$ cat config.mk
export PLATFORM = sky130hd
export DESIGN_NAME = port_ab_alternate_function_mux
export DESIGN_NICKNAME = d
export VERILOG_FILES = /design/src/core/pin_mux_pkg.sv /design/src/core/port_ab_alternate_function_mux.sv
export VERILOG_INCLUDE_DIRS = /design/src /design/src/core
export SDC_FILE = /design/constraint.sdc
export NUM_CORES = 1
export LEC_CHECK = 0
export BUFFER_PORTS_ARGS = -buffer_cell sky130_fd_sc_hd__buf_4
export CAP_MARGIN = 20
export CORE_ASPECT_RATIO = 2
export CORE_MARGIN = 2
export CORE_UTILIZATION = 30
export DETAILED_ROUTE_END_ITERATION = 7
export PLACE_DENSITY = 0.76
export SETUP_SLACK_MARGIN = 0.3
export SYNTH_ARGS = -nofsm -noshare
export SYNTH_HDL_FRONTEND = slang
export SYNTH_SLANG_ARGS = --single-unit
$ cat constraint.sdc
create_clock -name mclk_i -period 0.8 [get_ports mclk_i]
set_input_delay 0.08 -clock mclk_i [delete_from_list [all_inputs] [get_ports mclk_i]]
set_output_delay 0.08 -clock mclk_i [all_outputs]
set_load 0.01 [all_outputs]
$ cat src/core/pin_mux_consts.svh
/*
 * constants for the port a/b alternate function override logic.
 * assumes inclusion by bare name from the design file.
 */
`ifndef PIN_MUX_CONSTS_SVH
`define PIN_MUX_CONSTS_SVH

// ************************************************************
// default pull-up pattern {dir, port, global off}
// ************************************************************
`define PULLUP_DEFAULT_PATTERN 3'h2

// ************************************************************
// pin positions
// ************************************************************
`define MISO_PIN 3
`define MOSI_PIN 2
`define SCK_PIN 1
`define SEL_PIN 0
`define SEG_LOW_PIN 4

// ************************************************************
// duty select thresholds for backplane pins 1..3
// ************************************************************
`define DUTY_ABOVE_PIN1 2'h0
`define DUTY_ABOVE_PIN2 2'h1
`define DUTY_ABOVE_PIN3 2'h2

// ************************************************************
// reset value of the input synchronisers
// ************************************************************
`define SYNC_RESET_VAL 8'hFF

`endif

$ cat src/core/pin_mux_pkg.sv
/*
 * types shared by the port a/b alternate function override logic.
 * assumes nothing beyond a systemverilog compiler.
 */
package pin_mux_pkg;
  typedef logic [7:0] port_vec_t;
  typedef logic [1:0] duty_t;
  typedef logic [3:0] nibble_t;
endpackage

$ cat src/core/port_ab_alternate_function_mux.sv
/*
 * override logic between port a/b registers, pads and the display,
 * timer, spi and pin-change modules.
 * assumes port registers, pads and peripherals sit on mclk_i; pad
 * inputs are asynchronous and are synchronised here.
 */
`timescale 1ns/1ps
`include "pin_mux_consts.svh"

module port_ab_alternate_function_mux
  import pin_mux_pkg::*;
(
  input wire logic mclk_i,
  input wire logic reset_n_i,
  input wire logic clk_en_i,
  input wire port_vec_t dir_a_i,
  input wire port_vec_t port_out_a_i,
  input wire port_vec_t dir_b_i,
  input wire port_vec_t port_out_b_i,
  input wire port_vec_t pad_b_i,
  input wire logic global_pullup_off_i,
  input wire logic sleep_i,
  input wire logic display_driver_on_i,
  input wire duty_t display_duty_select_i,
  input wire nibble_t compare_en_i,
  input wire logic compare_out_t2_a_i,
  input wire logic compare_out_t1_b_i,
  input wire logic compare_out_t1_a_i,
  input wire logic compare_out_t0_a_i,
  input wire port_vec_t pin_change_source_i,
  input wire logic pin_change_group1_on_i,
  input wire logic serial_periph_on_i,
  input wire logic controller_select_i,
  input wire logic spi_slave_data_i,
  input wire logic spi_master_data_i,
  input wire logic spi_sck_gen_i,
  output logic [7:0] pullup_a_o,
  output logic [7:0] drive_en_a_o,
  output logic [7:0] pad_out_a_o,
  output logic [7:0] input_en_a_o,
  output logic [3:0] segment_line_o,
  output logic [3:0] backplane_line_o,
  output logic [7:0] pullup_b_o,
  output logic [7:0] drive_en_b_o,
  output logic [7:0] pad_out_b_o,
  output logic [7:0] input_en_b_o,
  output logic [7:0] pin_change_in_o,
  output logic spi_master_in_o,
  output logic spi_slave_in_o,
  output logic spi_sck_in_o,
  output logic spi_select_n_o,
  output logic spi_slave_active_o
);

  // ************************************************************
  // override signals
  // ************************************************************
  port_vec_t pu_oe_a, pu_ov_a, dd_oe_a, dd_ov_a, pv_oe_a, pv_ov_a, ie_oe_a, ie_ov_a;
  port_vec_t pu_oe_b, pu_ov_b, dd_oe_b, dd_ov_b, pv_oe_b, pv_ov_b, ie_oe_b, ie_ov_b;
  port_vec_t pad_b_meta_reg, pad_b_sync_reg;
  logic spi_master, spi_slave;
  nibble_t com_on, cmp_val;

  assign spi_master = serial_periph_on_i & controller_select_i;
  assign spi_slave = serial_periph_on_i & ~controller_select_i;
  assign cmp_val = {compare_out_t2_a_i, compare_out_t1_b_i, compare_out_t1_a_i,
                    compare_out_t0_a_i};

  // backplane pins beyond the selected duty stay ordinary port pins
  assign com_on[3] = display_driver_on_i & (display_duty_select_i > `DUTY_ABOVE_PIN3);
  assign com_on[2] = display_driver_on_i & (display_duty_select_i > `DUTY_ABOVE_PIN2);
  assign com_on[1] = display_driver_on_i & (display_duty_select_i > `DUTY_ABOVE_PIN1);
  assign com_on[0] = display_driver_on_i;

  // ************************************************************
  // port a: display segments and backplanes
  // ************************************************************
  always_comb begin
    pu_oe_a = {{4{display_driver_on_i}}, com_on};
    dd_oe_a = {{4{display_driver_on_i}}, com_on};
    ie_oe_a = {{4{display_driver_on_i}}, com_on};
    pu_ov_a = 8'h00;
    dd_ov_a = 8'h00;
    ie_ov_a = 8'h00;
    pv_oe_a = 8'h00;
    pv_ov_a = 8'h00;
  end

  // analog path connects whenever the pin is handed to the display
  assign segment_line_o = {4{display_driver_on_i}};
  assign backplane_line_o = com_on;

  // ************************************************************
  // port b: compare outputs, pin change, spi
  // ************************************************************
  always_comb begin
    pu_oe_b = 8'h00;
    pu_ov_b = 8'h00;
    dd_oe_b = 8'h00;
    dd_ov_b = 8'h00;
    pv_oe_b = {compare_en_i, 4'h0};
    pv_ov_b = {cmp_val, 4'h0};
    // forced spi inputs: driver off, pull-up from port bit and global off
    dd_oe_b[`MISO_PIN] = spi_master;
    dd_oe_b[`MOSI_PIN] = spi_slave;
    dd_oe_b[`SCK_PIN] = spi_slave;
    dd_oe_b[`SEL_PIN] = spi_slave;
    pu_oe_b[3:0] = dd_oe_b[3:0];
    pu_ov_b[3:0] = port_out_b_i[3:0] & {4{~global_pullup_off_i}};
    pv_oe_b[`MISO_PIN] = serial_periph_on_i;
    pv_ov_b[`MISO_PIN] = spi_slave_data_i;
    pv_oe_b[`MOSI_PIN] = spi_master;
    pv_ov_b[`MOSI_PIN] = spi_master_data_i;
    pv_oe_b[`SCK_PIN] = spi_master;
    pv_ov_b[`SCK_PIN] = spi_sck_gen_i;
    ie_oe_b = pin_change_source_i & {8{pin_change_group1_on_i}};
    ie_ov_b = 8'hFF;
  end

  // ************************************************************
  // generic pin resolution, combinational throughout
  // ************************************************************
  // no register here: a display or spi enable reaches the pad at once
  always_comb begin
    for (int i = 0; i < 8; i++) begin
      pullup_a_o[i] = pu_oe_a[i] ? pu_ov_a[i] :
        ({dir_a_i[i], port_out_a_i[i], global_pullup_off_i} == `PULLUP_DEFAULT_PATTERN);
      pullup_b_o[i] = pu_oe_b[i] ? pu_ov_b[i] :
        ({dir_b_i[i], port_out_b_i[i], global_pullup_off_i} == `PULLUP_DEFAULT_PATTERN);
    end
    drive_en_a_o = (dd_oe_a & dd_ov_a) | (~dd_oe_a & dir_a_i);
    drive_en_b_o = (dd_oe_b & dd_ov_b) | (~dd_oe_b & dir_b_i);
    pad_out_a_o = (pv_oe_a & pv_ov_a) | (~pv_oe_a & port_out_a_i);
    pad_out_b_o = (pv_oe_b & pv_ov_b) | (~pv_oe_b & port_out_b_i);
    input_en_a_o = (ie_oe_a & ie_ov_a) | (~ie_oe_a & {8{~sleep_i}});
    input_en_b_o = (ie_oe_b & ie_ov_b) | (~ie_oe_b & {8{~sleep_i}});
  end

  // ************************************************************
  // pad input synchroniser
  // ************************************************************
  // resets high so spi select reads idle until the pad is seen
  always_ff @(posedge mclk_i or negedge reset_n_i) begin
    if (!reset_n_i) begin
      pad_b_meta_reg <= `SYNC_RESET_VAL;
      pad_b_sync_reg <= `SYNC_RESET_VAL;
    end else if (clk_en_i) begin
      pad_b_meta_reg <= pad_b_i;
      pad_b_sync_reg <= pad_b_meta_reg;
    end
  end

  // clamped pin-change inputs read low, as at the pin's input stage; the spi inputs take the synchronised pad unmasked
  assign pin_change_in_o = pad_b_sync_reg & input_en_b_o;
  assign spi_master_in_o = pad_b_sync_reg[`MISO_PIN];
  assign spi_slave_in_o = pad_b_sync_reg[`MOSI_PIN];
  assign spi_sck_in_o = pad_b_sync_reg[`SCK_PIN];
  assign spi_select_n_o = pad_b_sync_reg[`SEL_PIN];
  assign spi_slave_active_o = spi_slave & ~pad_b_sync_reg[`SEL_PIN];
endmodule

==> impl_metrics.ini <==
[drt]
vias = 1636
wl_met1_mm = 1.937
routed_wl_mm = 6.191
viasPerCell = 4.784
first_iter_violations = 9
wl_met3_um = 747
routed-wl-met2_mm = 3.340
avgRoutedWirePerCell_um = 18.10
ant_nets = 0
drc = 0
firstDrtPassIters = 4
top_layer = met4

[setup_path]
path_max_fanout = 3
max_stage_delay_ns = 0.55
cp_num_buf_inv = 1
required_ns = 0.72
start_kind = flip-flop
worstPathArrival_ns = 1.08
critical_path_class = flip-flop to output pin
crit_chain = a21boi_4 > buf_6
critPathTopFamily = flip-flops
cp_slowest_cell = dfstp_2
endpoint_kind = output pin

[timing]
tightest_slew_ns = 0.2860
setup_tns_ns = -4.946
slew_violations = 0
setup_slack_ns = -0.3617
holdWs_ns = 0.05825
timing.final.crit_share = 1.452
slew_headroom = 0.8093
layout_min_cycle_time_ns = 1.162
final_hold_viol_count = 0
rsz0062_at_grt = yes
max_freq_ghz = 0.8608
skew_ns = 0.004174
setup_viol = 29

[run]
drv_cap = 0

[die]
boundaryPins = 155
num_rows = 34
dieArea_um2 = 5019
die-width_um = 51.11
initial_utilization = 0.3098
coreArea_um2 = 4297
die_h_um = 98.21

[power]
p_total_mw = 3.916
p_per_area_nw_per_um2 = 1102
peakVddDrop_v = 0.001173
leakagePower_nw = 1.766

[yosys]
ys.warnings.count = 0
seq_area_frac_synth = 0.3158
synth_top_area_frac = 0.3158
syn-cell-area_um2 = 1331
synth_nets = 203
syn_inst = 133
syn_avg_cell_area_um2 = 10.01
ys_types = 20
synth_top_cell_by_area = dfstp_2
ys_ff_latch = 16
synth_area_leaders = dfstp_2 (32%), buf_4 (13%), mux2_4 (11%)

[clock_network]
clockBufferDepth = 2
cts_buffers = 3
cts_sinks = 16
clk_latency_ns = 0.25
cts_tree = yes
cts-root-buf = clkbuf_8
clk_pin_slew_ns = 0.07
htree_num_levels = 1

[placement]
dp_slack_ns = -0.1070
postPlaceCellArea_um2 = 2810
gp_congestion = 0.7753
hpwl_mm = 4.211
numPlacedInstances = 322
place.port_buffers = 154

[global_route]
first_global_vias = 1713
grt.total_usage = 0.2314
antenna_found_initial = 0
grt_overflow = 0
grt_max_degree = 17
grt_pass1_wl_mm = 8.790

[final_layout]
instances_no_fill = 342
area_growth_pct = 167.0
drive_gt1_frac = 0.9826
nets = 359
fin_util = 0.8273
n_antenna_cell = 0
fillers = 245
final_area_um2 = 3555

[status]
violations = negative setup slack
status = complete, but fails checks

[worst_hold_path]
hp-class = input pin to flip-flop
-- metal layers --
| layer | vias up | GRT usage |
|---|---|---|
| met5 | - | 0 |
| met4 | 0 | 0.09356 |
| met3 | 12 | 0.07951 |
| met2 | 125 | 0.4246 |
| met1 | 755 | 0.2247 |
| li1 | 744 | - |
-- cells in the mapped netlist --
library cell	instances
a21boi_0	9
a21oi_1	3
and2_1	4
and3_1	1
buf_12	1
buf_2	2
buf_4	23
buf_6	1
clkbuf_1	2
dfstp_2	16
mux2_2	13
mux2_4	10
nand2_1	17
nand2b_1	4
nor2_1	5
nor2b_1	8
nor3b_1	5
nor4b_1	7
nor4b_2	1
o21a_1	1
-- where the power goes --
| group | total [mW] | internal [mW] | switching, mW |
|---|---|---|---|
| combinational | 2.14 | 1.37 | 0.771 |
| clock | 0.712 | 0.436 | 0.276 |
| sequential | 1.06 | 0.988 | 0.0734 |
-- final timing paths --
| path | startpoint | end | slack (ns) | cells after the start |
|---|---|---|---|---|
| min reg2reg | pad_b_meta_reg[7] | pad_b_sync_reg[7] | 0.62 | 1 |
| max in group asynchronous | reset_n_i | pad_b_meta_reg[7] | 0.37 | 2 |
| min | pad_b_i[5] | pad_b_meta_reg[5] | 0.06 | 2 |
| min in group asynchronous | reset_n_i | pad_b_sync_reg[7] | 0.41 | 2 |
| max reg2reg | pad_b_sync_reg[1] | pad_b_sync_reg[1] | -0.12 | 3 |
| max | pad_b_sync_reg[0] | pin_change_in_o[0] | -0.36 | 2 |
-- repair_timing --
item,CTS,global route
hold buffers,1,0
pin swaps,15,4
setup buffers,6,7
endpoints found under the setup margin,88,95
gates cloned,2,0
hold endpoints to repair,16,0
resized for setup,105,28
-- cell type report --
cell class,instances,area (um2),share of cell area
Clock buffer,4,55.05,0.01549
Multi-Input combinational cell,88,1201,0.3379
Sequential cell,16,420.4,0.1183
Tap cell,54,67.56,0.01901
Timing Repair Buffer,180,1810,0.5093
-- cells by family (layout without fill, tap and decap cells) --
family	Yosys count	count (layout)	share of synthesized area
AND/OR/NAND/NOR	52	52	0.2274
flip-flops	16	16	0.3158
multiplexers	23	23	0.2227
buffers and inverters	29	184	0.1664
AO/OA/AOI/OAI	13	13	0.06766
-- placed cells by master, fill, tap and decap left out, drive strengths merged --
cell type    instances
a21boi               9
a21oi                3
and2                 4
and3                 1
buf                179
clkbuf               4
dfstp               16
dlygate4sd3          1
mux2                23
nand2               17
nand2b               4
nor2                 5
nor2b                8
nor3b                5
nor4b                8
o21a                 1
No activity file was read; power rests on OpenSTA's default activity.
